File: src/shared/dds_pkg.sv
// package of constants for the disk drive status output block
`default_nettype none
package dds_pkg;
  // ------------------------------------------------------------
  // clock and timing
  // ------------------------------------------------------------
  localparam int CLK_MHZ          = 200;
  localparam int READY_S          = 2;
  localparam int READY_CYC        = READY_S * 1000000 * CLK_MHZ;
  localparam int INDEX_LONG_US10  = 17;   // 1.7 ms in tenths of a ms
  localparam int INDEX_LONG_CYC   = INDEX_LONG_US10 * 100 * CLK_MHZ;
  localparam int INDEX_SHORT_US   = 400;
  localparam int INDEX_SHORT_CYC  = INDEX_SHORT_US * CLK_MHZ;
  localparam int SECTOR_US        = 400;
  localparam int SECTOR_CYC       = SECTOR_US * CLK_MHZ;
  localparam int RAW_NS           = 200;
  localparam int RAW_CYC          = RAW_NS * CLK_MHZ / 1000;
  localparam int SEP_NS           = 200;
  localparam int SEP_CYC          = SEP_NS * CLK_MHZ / 1000;
  // ------------------------------------------------------------
  // register map
  // ------------------------------------------------------------
  localparam logic [3:0]  ADR_CTRL  = 4'h0;
  localparam logic [3:0]  ADR_STAT  = 4'h4;
  localparam logic [31:0] CTRL_RST  = 32'h0;
  localparam int CB_HARD = 0;
  localparam int CB_DIV  = 1;   // two bits
  localparam int CB_SEP  = 3;
  localparam int CB_ILL  = 4;
  localparam int CB_DS   = 5;
  localparam int CB_BIN  = 6;
  localparam int CB_RAD  = 7;
  localparam int CB_UNIT = 8;   // three bits
  // ------------------------------------------------------------
  // pin input vector positions
  // ------------------------------------------------------------
  localparam int NIN   = 17;
  localparam int P_PWR = 4;
  localparam int P_SPD = 5;
  localparam int P_MED = 6;
  localparam int P_PRT = 7;
  localparam int P_TRK = 8;
  localparam int P_IDX = 9;
  localparam int P_SEC = 10;
  localparam int P_FLX = 11;
  localparam int P_DTR = 12;
  localparam int P_CTR = 13;
  localparam int P_DSM = 14;
  localparam int P_SD1 = 15;
  localparam int P_HLD = 16;
  localparam logic [NIN-1:0] SYNC_RST = 17'h1800f;
  // ------------------------------------------------------------
  // types
  // ------------------------------------------------------------
  typedef enum logic [1:0] {
    DIV32 = 2'b00,
    DIV16 = 2'b01,
    DIV8  = 2'b10
  } dds_div_t;
  typedef enum logic [1:0] {
    RDY_OFF  = 2'b00,
    RDY_WAIT = 2'b01,
    RDY_ON   = 2'b10
  } dds_rdy_t;
endpackage
`default_nettype wire
File: src/rtl/dds_drive_status.sv
// flexible disk drive status and timing outputs with wishbone control
//
// Summary of operation
// RULE1 - ready low only with power and speed
// RULE2 - ready follows power nominally two seconds later
// RULE3 - protected media inhibits writes, status when selected
// RULE4 - track zero status shown only when selected
// RULE5 - one revolution mark pulse per revolution
// RULE6 - hard segment option shortens revolution mark
// RULE7 - hard segment option gives segment hole pulses
// RULE8 - reduced division passes every second/fourth hole
// RULE9 - one flux pulse per flux reversal
// RULE10 - flux pulse lasts fixed 200 ns
// RULE11 - separated outputs driven only with separator option
// RULE12 - separated data pulse per data transition
// RULE13 - uncertified side flag on single-sided side one
// RULE14 - double sided flag with media and heads loaded
// RULE15 - double sided flag off when unloaded or single
// RULE16 - the two side flag options are exclusive
// RULE17 - controller waits 50 us after write
// RULE18 - radial mode drives status without select
// RULE19 - binary code addresses one of eight drives
// RULE20 - first select line enables, three carry code
// RULE21 - unselected: outputs off, inputs ignored but select; write_inhibit_o still follows media protect
// RULE22 - all timing from reset-cleared clock counters
//
// The Wishbone register port and the register addresses were left to the implementer.
`default_nettype none
module dds_drive_status #(
  parameter int unsigned READY_CYC       = dds_pkg::READY_CYC,
  parameter int unsigned INDEX_LONG_CYC  = dds_pkg::INDEX_LONG_CYC,
  parameter int unsigned INDEX_SHORT_CYC = dds_pkg::INDEX_SHORT_CYC,
  parameter int unsigned SECTOR_CYC      = dds_pkg::SECTOR_CYC
) (
  // clock and reset
  input  wire logic        clk_i,
  input  wire logic        rst_i,
  // wishbone slave
  input  wire logic        wb_cyc_i,
  input  wire logic        wb_stb_i,
  input  wire logic        wb_we_i,
  input  wire logic [3:0]  wb_adr_i,
  input  wire logic [3:0]  wb_sel_i,
  input  wire logic [31:0] wb_dat_i,
  output logic      [31:0] wb_dat_o,
  output logic             wb_ack_o,
  // interface select lines, active low
  input  wire logic [3:0]  select_n_i,
  // mechanism sensors
  input  wire logic        power_ok_i,
  input  wire logic        speed_ok_i,
  input  wire logic        media_present_i,
  input  wire logic        media_protected_i,
  input  wire logic        heads_at_outer_i,
  input  wire logic        index_hole_i,
  input  wire logic        sector_hole_i,
  input  wire logic        flux_reversal_i,
  input  wire logic        data_transition_i,
  input  wire logic        clock_transition_i,
  input  wire logic        double_sided_media_i,
  input  wire logic        side1_select_n_i,
  input  wire logic        head_load_command_n_i,
  // status outputs, active low except write_inhibit_o, which is active high
  output logic             ready_n_o,
  output logic             media_protect_status_n_o,
  output logic             track_zero_n_o,
  output logic             index_n_o,
  output logic             sector_n_o,
  output logic             raw_data_n_o,
  output logic             separated_data_pulse_n_o,
  output logic             separated_clock_pulse_n_o,
  output logic             uncertified_side_n_o,
  output logic             two_sided_n_o,
  output logic             write_inhibit_o
);
  import dds_pkg::*;

  if (INDEX_SHORT_CYC == 0 || INDEX_SHORT_CYC >= INDEX_LONG_CYC ||
      SECTOR_CYC == 0 || READY_CYC == 0) begin : g_bad_param
    $error("dds_drive_status: timing parameters out of range");
  end

  // ------------------------------------------------------------
  // shared counter step
  // ------------------------------------------------------------
  function automatic logic [31:0] dds_step(input logic        start,
                                           input logic [31:0] len,
                                           input logic [31:0] cnt);
    if (start) begin
      return len;
    end
    return (cnt != 32'h0) ? cnt - 32'h1 : 32'h0;
  endfunction

  // ------------------------------------------------------------
  // pin synchronisers
  // ------------------------------------------------------------
  logic [NIN-1:0] s1_q;
  logic [NIN-1:0] s2_q;
  logic [NIN-1:0] s3_q;
  logic [NIN-1:0] pins;
  assign pins = {head_load_command_n_i, side1_select_n_i, double_sided_media_i,
                 clock_transition_i, data_transition_i, flux_reversal_i,
                 sector_hole_i, index_hole_i, heads_at_outer_i,
                 media_protected_i, media_present_i, speed_ok_i, power_ok_i,
                 select_n_i};
  always_ff @(posedge clk_i) begin
    if (rst_i) begin
      s1_q <= SYNC_RST;
      s2_q <= SYNC_RST;
      s3_q <= SYNC_RST;
    end else begin
      s1_q <= pins;
      s2_q <= s1_q;
      s3_q <= s2_q;
    end
  end
  logic [NIN-1:0] rise;
  assign rise = s2_q & ~s3_q;

  // ------------------------------------------------------------
  // control register and wishbone slave
  // ------------------------------------------------------------
  logic [31:0] ctrl_q;
  logic [31:0] ctrl_d;
  logic        ack_q;
  logic [31:0] rdat_q;
  logic        req;
  logic [31:0] status;
  assign req = wb_cyc_i && wb_stb_i && !ack_q;

  always_comb begin
    ctrl_d = ctrl_q;
    if (wb_sel_i[0]) begin
      ctrl_d[7:0] = wb_dat_i[7:0];
    end
    if (wb_sel_i[1]) begin
      ctrl_d[10:8] = wb_dat_i[10:8];
    end
    if (ctrl_d[CB_ILL]) begin
      ctrl_d[CB_DS] = 1'b0; // [RULE16]
    end
    if (ctrl_d[CB_DIV +: 2] == 2'b11) begin
      ctrl_d[CB_DIV +: 2] = DIV8;
    end
  end

  always_ff @(posedge clk_i) begin
    if (rst_i) begin
      ctrl_q <= CTRL_RST;
    end else if (ack_q && wb_cyc_i && wb_stb_i && wb_we_i && wb_adr_i == ADR_CTRL) begin
      ctrl_q <= ctrl_d;
    end
  end

  always_ff @(posedge clk_i) begin
    if (rst_i) begin
      ack_q  <= 1'b0;
      rdat_q <= 32'h0;
    end else begin
      ack_q  <= req;
      rdat_q <= 32'h0;
      if (req && !wb_we_i) begin
        case (wb_adr_i)
          ADR_CTRL: rdat_q <= ctrl_q;
          ADR_STAT: rdat_q <= status;
          default:  rdat_q <= 32'h0;
        endcase
      end
    end
  end
  assign wb_ack_o = ack_q;
  assign wb_dat_o = rdat_q;

  logic       hard;
  logic       sep_en;
  logic       ill_en;
  logic       ds_en;
  logic       bin_mode;
  logic       radial;
  logic [2:0] unit;
  dds_div_t   div;
  assign hard     = ctrl_q[CB_HARD];
  assign sep_en   = ctrl_q[CB_SEP];
  assign ill_en   = ctrl_q[CB_ILL];
  assign ds_en    = ctrl_q[CB_DS];
  assign bin_mode = ctrl_q[CB_BIN];
  assign radial   = ctrl_q[CB_RAD];
  assign unit     = ctrl_q[CB_UNIT +: 3];
  assign div      = dds_div_t'(ctrl_q[CB_DIV +: 2]);

  // ------------------------------------------------------------
  // unit selection
  // ------------------------------------------------------------
  logic [3:0] sel_act;
  logic       selected;
  logic       stat_en;
  assign sel_act = ~s2_q[3:0];
  always_comb begin
    if (bin_mode) begin
      selected = sel_act[0] && (sel_act[3:1] == unit); // [RULE19] [RULE20]
    end else begin
      selected = sel_act[unit[1:0]];
    end
  end
  assign stat_en = selected || radial; // [RULE18]

  logic head_load_command;
  logic side1;
  assign head_load_command  = selected && !s2_q[P_HLD]; // [RULE21]
  assign side1 = selected && !s2_q[P_SD1];

  // ------------------------------------------------------------
  // ready sequencing
  // ------------------------------------------------------------
  dds_rdy_t    rdy_q;
  logic [31:0] rdy_cnt_q;
  always_ff @(posedge clk_i) begin
    if (rst_i) begin
      rdy_q     <= RDY_OFF;
      rdy_cnt_q <= 32'h0;
    end else if (!s2_q[P_PWR]) begin
      rdy_q     <= RDY_OFF;
      rdy_cnt_q <= 32'h0;
    end else begin
      case (rdy_q)
        RDY_OFF: begin
          rdy_q     <= RDY_WAIT;
          rdy_cnt_q <= READY_CYC - 32'h1; // [RULE2] [RULE22]
        end
        RDY_WAIT: begin
          if (rdy_cnt_q == 32'h0) begin
            rdy_q <= RDY_ON;
          end else begin
            rdy_cnt_q <= rdy_cnt_q - 32'h1;
          end
        end
        RDY_ON:  rdy_q <= RDY_ON;
        default: rdy_q <= RDY_OFF;
      endcase
    end
  end
  logic ready;
  assign ready = (rdy_q == RDY_ON) && s2_q[P_PWR] && s2_q[P_SPD]
                 && s2_q[P_MED]; // [RULE1]

  // ------------------------------------------------------------
  // pulse counters
  // ------------------------------------------------------------
  logic [31:0] idx_cnt_q;
  logic [31:0] sec_cnt_q;
  logic [31:0] raw_cnt_q;
  logic [31:0] sd_cnt_q;
  logic [31:0] sc_cnt_q;
  logic [1:0]  hole_q;
  logic        sec_take;
  logic [31:0] idx_len;
  assign idx_len = hard ? INDEX_SHORT_CYC : INDEX_LONG_CYC; // [RULE6]

  always_comb begin
    case (div)
      DIV16:   sec_take = (hole_q[0] == 1'b0); // [RULE8]
      DIV8:    sec_take = (hole_q == 2'b00);   // [RULE8]
      default: sec_take = 1'b1;
    endcase
  end

  always_ff @(posedge clk_i) begin
    if (rst_i) begin
      hole_q <= 2'b00;
    end else if (rise[P_IDX]) begin
      hole_q <= 2'b00;
    end else if (rise[P_SEC]) begin
      hole_q <= hole_q + 2'b01;
    end
  end

  always_ff @(posedge clk_i) begin
    if (rst_i) begin
      idx_cnt_q <= 32'h0; // [RULE22]
      sec_cnt_q <= 32'h0;
      raw_cnt_q <= 32'h0;
      sd_cnt_q  <= 32'h0;
      sc_cnt_q  <= 32'h0;
    end else begin
      idx_cnt_q <= dds_step(rise[P_IDX], idx_len, idx_cnt_q); // [RULE5]
      sec_cnt_q <= dds_step(rise[P_SEC] && hard && sec_take,
                            SECTOR_CYC, sec_cnt_q); // [RULE7]
      raw_cnt_q <= dds_step(rise[P_FLX], RAW_CYC, raw_cnt_q); // [RULE9] [RULE10]
      sd_cnt_q  <= dds_step(rise[P_DTR] && sep_en, SEP_CYC, sd_cnt_q); // [RULE12]
      sc_cnt_q  <= dds_step(rise[P_CTR] && sep_en, SEP_CYC, sc_cnt_q);
    end
  end

  // ------------------------------------------------------------
  // output flops
  // ------------------------------------------------------------
  always_ff @(posedge clk_i) begin
    if (rst_i) begin
      ready_n_o                 <= 1'b1;
      media_protect_status_n_o  <= 1'b1;
      track_zero_n_o            <= 1'b1;
      index_n_o                 <= 1'b1;
      sector_n_o                <= 1'b1;
      raw_data_n_o              <= 1'b1;
      separated_data_pulse_n_o  <= 1'b1;
      separated_clock_pulse_n_o <= 1'b1;
      uncertified_side_n_o      <= 1'b1;
      two_sided_n_o             <= 1'b1;
      write_inhibit_o           <= 1'b0;
    end else begin
      ready_n_o                <= !(ready && stat_en);
      media_protect_status_n_o <= !(selected && s2_q[P_PRT]); // [RULE3]
      track_zero_n_o           <= !(selected && s2_q[P_TRK]); // [RULE4]
      index_n_o                <= !(stat_en && idx_cnt_q != 32'h0);
      sector_n_o               <= !(stat_en && hard && sec_cnt_q != 32'h0);
      raw_data_n_o             <= !(selected && raw_cnt_q != 32'h0); // [RULE21]
      separated_data_pulse_n_o <= !(selected && sep_en
                                    && sd_cnt_q != 32'h0); // [RULE11]
      separated_clock_pulse_n_o <= !(selected && sep_en
                                     && sc_cnt_q != 32'h0); // [RULE11]
      uncertified_side_n_o <= !(ill_en && side1 && s2_q[P_MED]
                                && !s2_q[P_DSM]); // [RULE13]
      two_sided_n_o <= !(ds_en && head_load_command && s2_q[P_MED]
                         && s2_q[P_DSM]); // [RULE14] [RULE15]
      write_inhibit_o <= s2_q[P_PRT]; // [RULE3]
    end
  end

  assign status = {21'h0, hole_q, rdy_q, selected, head_load_command,
                   s2_q[P_DSM], s2_q[P_TRK], s2_q[P_PRT], s2_q[P_MED], ready};
endmodule
`default_nettype wire

File: config.mk
export PLATFORM = sky130hd
export DESIGN_NAME = dds_drive_status
export DESIGN_NICKNAME = d
export VERILOG_FILES = /design/src/shared/dds_pkg.sv /design/src/rtl/dds_drive_status.sv
export SDC_FILE = /design/constraint.sdc
export NUM_CORES = 1
export LEC_CHECK = 0
export ABC_CLOCK_PERIOD_IN_PS = 3150
export BUFFER_PORTS_ARGS = -buffer_cell sky130_fd_sc_hd__buf_2
export CORE_MARGIN = 3
export CORE_UTILIZATION = 40
export CTS_BUF_LIST = sky130_fd_sc_hd__clkbuf_8
export DETAILED_ROUTE_END_ITERATION = 6
export GPL_TIMING_DRIVEN = 0
export PLACE_DENSITY = 0.61
export SYNTH_ARGS = -nofsm -noshare
export SYNTH_HDL_FRONTEND = slang
export SYNTH_SLANG_ARGS = --single-unit
File: constraint.sdc
create_clock -name clk_i -period 3.15 [get_ports clk_i]
set_input_delay 0.7875 -clock clk_i [delete_from_list [all_inputs] [get_ports clk_i]]
set_output_delay 0.7875 -clock clk_i [all_outputs]
set_load 0.01 [all_outputs]
==> impl_results.html <==
<table>
<tr><th>Metric</th><th>Value</th></tr>
<tr><th colspan="2">STA</th></tr>
<tr><td>Final Hold Viols</td><td>0</td></tr>
<tr><td>Slew headroom</td><td>43.60%</td></tr>
<tr><td>Final setup TNS</td><td>0 ns</td></tr>
<tr><td>Upper clock frequency limit</td><td>333.9 MHz</td></tr>
<tr><td>Clock Skew</td><td>0.02230 ns</td></tr>
<tr><td>Worst Setup Slack, final</td><td>0.1552 ns</td></tr>
<tr><td>Slew Viols, Final</td><td>0</td></tr>
<tr><td>Final critical delay including setup and external delays</td><td>2.995 ns</td></tr>
<tr><td>Total setup violations reported at the end of the flow</td><td>0</td></tr>
<tr><td>Final worst-path cycle share</td><td>95.07%</td></tr>
<tr><td>Worst-margin pin slew</td><td>0.8382 ns</td></tr>
<tr><th colspan="2">Synthesis</th></tr>
<tr><td>Number of flops mapped to enable cells by yosys</td><td>0</td></tr>
<tr><td>Register area share after synthesis</td><td>47.61%</td></tr>
<tr><td>Cell area after synthesis</td><td>11310 µm²</td></tr>
<tr><td>Mean instance size in the synthesized netlist</td><td>8.957 µm²</td></tr>
<tr><td>Fraction of registers with async set or reset after synthesis</td><td>0%</td></tr>
<tr><td>Most frequently used flop master after synthesis</td><td>dfxtp_1</td></tr>
<tr><td>Total of flip-flops plus latches after synthesis</td><td>269</td></tr>
<tr><td>Number of standard cells after synthesis</td><td>1263</td></tr>
<tr><td>Number of unique standard cell types used by synthesis</td><td>65</td></tr>
<tr><td>Number of warning messages in the yosys log</td><td>0</td></tr>
<tr><th colspan="2">Routing</th></tr>
<tr><td>Number of antenna-violating nets in the routed design</td><td>0</td></tr>
<tr><td>Pre-antenna DRT Iters</td><td>5</td></tr>
<tr><td>Routed WL</td><td>25.24 mm</td></tr>
<tr><td>Routed wire length per instance</td><td>14.04 µm</td></tr>
<tr><td>Post-DR vias/cell</td><td>4.966</td></tr>
<tr><td>Drt drc</td><td>0</td></tr>
<tr><td>Detailed-route via count</td><td>8928</td></tr>
<tr><td>Detailed router's first-iteration violation count</td><td>497</td></tr>
<tr><th colspan="2">GRT</th></tr>
<tr><td>Maximum number of pins on one net before global-route repair</td><td>12</td></tr>
<tr><td>Number of antenna violations at the first check in global routing</td><td>0</td></tr>
<tr><td>Met2 Use GR</td><td>25.97%</td></tr>
<tr><td>Global routing's busiest layer</td><td>met2</td></tr>
<tr><td>First-pass GRT wire length</td><td>41.63 mm</td></tr>
<tr><td>Met3 Usage GRT</td><td>3.386%</td></tr>
<tr><td>Via count of the first global-routing pass</td><td>8562</td></tr>
<tr><td>GRT Overall Usage</td><td>16.38%</td></tr>
<tr><td>Met1 layer usage reported by global route</td><td>22.32%</td></tr>
<tr><td>Grt total ovfl</td><td>0</td></tr>
<tr><th colspan="2">Setup path</th></tr>
<tr><td>Critical-path top delay cell</td><td>a41oi_1</td></tr>
<tr><td>Setup Crit Path Kind</td><td>reg2reg</td></tr>
<tr><td>Maximum fanout encountered on the critical timing path</td><td>10</td></tr>
<tr><td>Endpoint class of the critical path</td><td>register</td></tr>
<tr><td>Worst stage delay on the critical path</td><td>0.68 ns</td></tr>
<tr><td>Critical Path Start Type</td><td>register</td></tr>
<tr><td>Cells traversed along the worst timing path</td><td>inv_1 &gt; ha_1 &gt; clkbuf_1 &gt; inv_1 &gt; a41oi_1 &gt; clkbuf_1 &gt; nand4b_1 &gt; xor2_1 &gt; nor2_1</td></tr>
<tr><td>Arr. time, crit path</td><td>3.43 ns</td></tr>
<tr><td>Required time at the worst-slack endpoint</td><td>3.58 ns</td></tr>
<tr><th colspan="2">Clock tree</th></tr>
<tr><td>Clk Latency, worst-skew pair</td><td>0.55 ns</td></tr>
<tr><td>Library cell used as clock root buffer</td><td>clkbuf_8</td></tr>
<tr><td>CTS sink cnt</td><td>269</td></tr>
<tr><td>Clock H-tree levels</td><td>2</td></tr>
<tr><td>Clock transition at the registers of the reported paths</td><td>0.07 ns</td></tr>
<tr><td>Clock tree from TritonCTS</td><td>built</td></tr>
<tr><td>Cts bufs inserted</td><td>46</td></tr>
<tr><td>Deepest clock path buffer count</td><td>3</td></tr>
<tr><th colspan="2">Power and ir drop</th></tr>
<tr><td>Switching power share of the total</td><td>35.75%</td></tr>
<tr><td>Combinational power share</td><td>35.9%</td></tr>
<tr><td>Power share of the clock group</td><td>26.4%</td></tr>
<tr><td>LEAKAGE</td><td>5.220 nW</td></tr>
<tr><td>Worst-case vdd ir drop</td><td>0.0006018 V</td></tr>
<tr><td>Sequential fraction of design power</td><td>37.7%</td></tr>
<tr><td>Pint</td><td>0.008155 W</td></tr>
<tr><td>Power density over the cells</td><td>962.2 nW/µm²</td></tr>
<tr><td>Net Switching</td><td>0.004537 W</td></tr>
<tr><th colspan="2">Floorplan</th></tr>
<tr><td>Die outline height</td><td>174.2 µm</td></tr>
<tr><td>Count of boundary I/O pins</td><td>106</td></tr>
<tr><td>Die outline area</td><td>30330 µm²</td></tr>
<tr><td>Starting utilization of the core area</td><td>41.28%</td></tr>
<tr><td>Row count</td><td>60</td></tr>
<tr><td>Width of the chip</td><td>174.2 µm</td></tr>
<tr><td>Floorplan core area</td><td>27400 µm²</td></tr>
<tr><th colspan="2">Final layout</th></tr>
<tr><td>Layout cells sized above 1</td><td>13.96%</td></tr>
<tr><td>Final Instance Area</td><td>13190 µm²</td></tr>
<tr><td>Number of nets in the layout</td><td>1470</td></tr>
<tr><td>Number of fillers in the final layout</td><td>2652</td></tr>
<tr><td>Area delta synth-&gt;final</td><td>16.61%</td></tr>
<tr><td>Ant. Diodes</td><td>0</td></tr>
<tr><th colspan="2">Outcome</th></tr>
<tr><td>Result of the run</td><td>completed</td></tr>
<tr><th colspan="2">Place</th></tr>
<tr><td>Port bufs</td><td>59</td></tr>
<tr><td>Area of placed instances</td><td>12160 µm²</td></tr>
<tr><td>Pre-CTS setup slack</td><td>0.03853 ns</td></tr>
<tr><td>Half-perimeter wire length after placement</td><td>17.77 mm</td></tr>
<tr><td>GPL Wtd Cong</td><td>0.8477</td></tr>
<tr><th colspan="2">Hold path</th></tr>
<tr><td>Min-delay worst type</td><td>reg2reg</td></tr>
<tr><th colspan="2">Flow run</th></tr>
<tr><td>Max Cap Viol</td><td>0</td></tr>
</table>
[per-stage QoR]
step	hold WS, ns	std cells	util (%)	total power (W)
after global placement	0.3872	1714	44.33	0.009271
after floorplan	0.3576	1283	-	0.008483
after CTS	0.3976	1798	48.07	0.01280
after detailed placement	0.3837	1715	44.38	0.009357
after global routing	0.4029	1798	48.14	0.01372
final	0.3997	1798	48.14	0.01269
[worst max-delay path: cells and delay by family, from the launching register on]
| kind | cells | cell delay [ns] |
|---|---|---|
| flops | 1 | 0.34 |
| xor+xnor | 1 | 0.17 |
| fa+ha+maj | 1 | 0.14 |
| buf+inv | 4 | 1.31 |
| compound gates | 1 | 0.68 |
| simple gates | 2 | 0.25 |
[power by group through the flow]
stage	sequential, W	clock [W]	combinational [W]
floorplan	0.00470	0	0.00379
detailed placement	0.00483	0	0.00453
CTS	0.00477	0.00346	0.00457
finish	0.00479	0.00336	0.00455
global route	0.00490	0.00363	0.00520
global placement	0.00481	0	0.00447
[Yosys cell counts (17+ instances only)]
| cell type | number | share of area, % |
|---|---|---|
| a21oi_1 | 50 | 2.2 |
| buf_4 | 23 | 1.5 |
| clkbuf_1 | 35 | 1.2 |
| dfxtp_1 | 269 | 48 |
| ha_1 | 17 | 1.9 |
| inv_1 | 24 | 0.80 |
| nand2_1 | 71 | 2.4 |
| nand3_1 | 36 | 1.6 |
| nor2_1 | 229 | 7.6 |
| nor2b_1 | 39 | 2.2 |
| nor3_1 | 57 | 2.5 |
| nor4_1 | 44 | 2.4 |
| o21ai_0 | 17 | 0.75 |
| or2_2 | 20 | 1.1 |
| or3_1 | 28 | 1.5 |
| or4_1 | 28 | 1.9 |
| xnor2_1 | 101 | 7.8 |
| xor2_1 | 48 | 3.7 |
[registers in the layout (all words and copies together), names as in the netlist, 11 cells and up]
| register | count |
|---|---|
| ctrl_q | 11 |
| sc_cnt_q | 32 |
| raw_cnt_q | 32 |
| sec_cnt_q | 32 |
| idx_cnt_q | 32 |
| s1_q | 17 |
| s2_q | 17 |
| sd_cnt_q | 32 |
| wb_dat_o | 11 |
| rdy_cnt_q | 32 |
[kinds of logic (layout without fill, tap and decap cells)]
group,after synthesis,in the layout,share of synthesized area (%)
muxes,9,9,0.9512
adders and majority gates,17,17,1.880
DFF,269,269,47.61
and+or+nand+nor,605,605,26.92
xor gates and xnor gates,149,149,11.54
other,1,21,0.03315
AOI/OAI and AO/OA,122,122,7.057
buffers and inverters,91,234,4.015
[cell type report]
| class | count | area, µm² | area share (%) |
|---|---|---|---|
| multi-input combinational | 923 | 5573 | 42.25 |
| sequential | 269 | 5385 | 40.82 |
| clock buffer | 61 | 839.6 | 6.364 |
| tap | 372 | 465.4 | 3.528 |
| buffer | 67 | 364.1 | 2.760 |
| timing repair buffer | 60 | 302.8 | 2.295 |
| clock inverter | 22 | 171.4 | 1.299 |
| inverter | 24 | 90.09 | 0.6829 |
[cell usage in the layout, fill, tap and decap left out, drive strengths merged, types with 20 or more instances in the layout]
master	n
dfxtp	269
nor2	229
xnor2	101
clkbuf	96
buf	92
nand2	71
nor3	57
a21oi	50
xor2	48
nor4	45
nor2b	39
inv	37
nand3	37
or4	31
or3	28
conb	21
or2	20
[per-layer routing]
| layer | up-vias | routed length [µm] | part of all wire, % |
|---|---|---|---|
| met4 | 0 | 648 | 2.6 |
| met1 | 4101 | 11920 | 47 |
| li1 | 4560 | - | - |
| met5 | - | 0 | 0 |
| met2 | 212 | 11260 | 45 |
| met3 | 55 | 1411 | 5.6 |
[path summary, 6_finish.rpt]
| check | slack, ns | end | from | cells after the start |
|---|---|---|---|---|
| worst max-delay path | 0.16 | rdy_cnt_q[10]$_SDFFE_PP0P_ | rdy_q[1]$_SDFFE_PP0P_ | 9 |
| worst min-delay path | 0.40 | media_protect_status_n_o$_SDFF_PP1_ | s2_q[7]$_SDFF_PP0_ | 1 |
| worst max register to register | 0.16 | rdy_cnt_q[10]$_SDFFE_PP0P_ | rdy_q[1]$_SDFFE_PP0P_ | 9 |
| worst min register to register | 0.40 | media_protect_status_n_o$_SDFF_PP1_ | s2_q[7]$_SDFF_PP0_ | 1 |
[what timing repair did]
item,4_1_cts,5_1_grt
gates resized for setup,0,3
buffers inserted,0,0
setup endpoints to repair,0,22
hold buffers,0,0
endpoints found under the hold margin,0,0
Note: power is estimated with default switching activity, not from simulation.
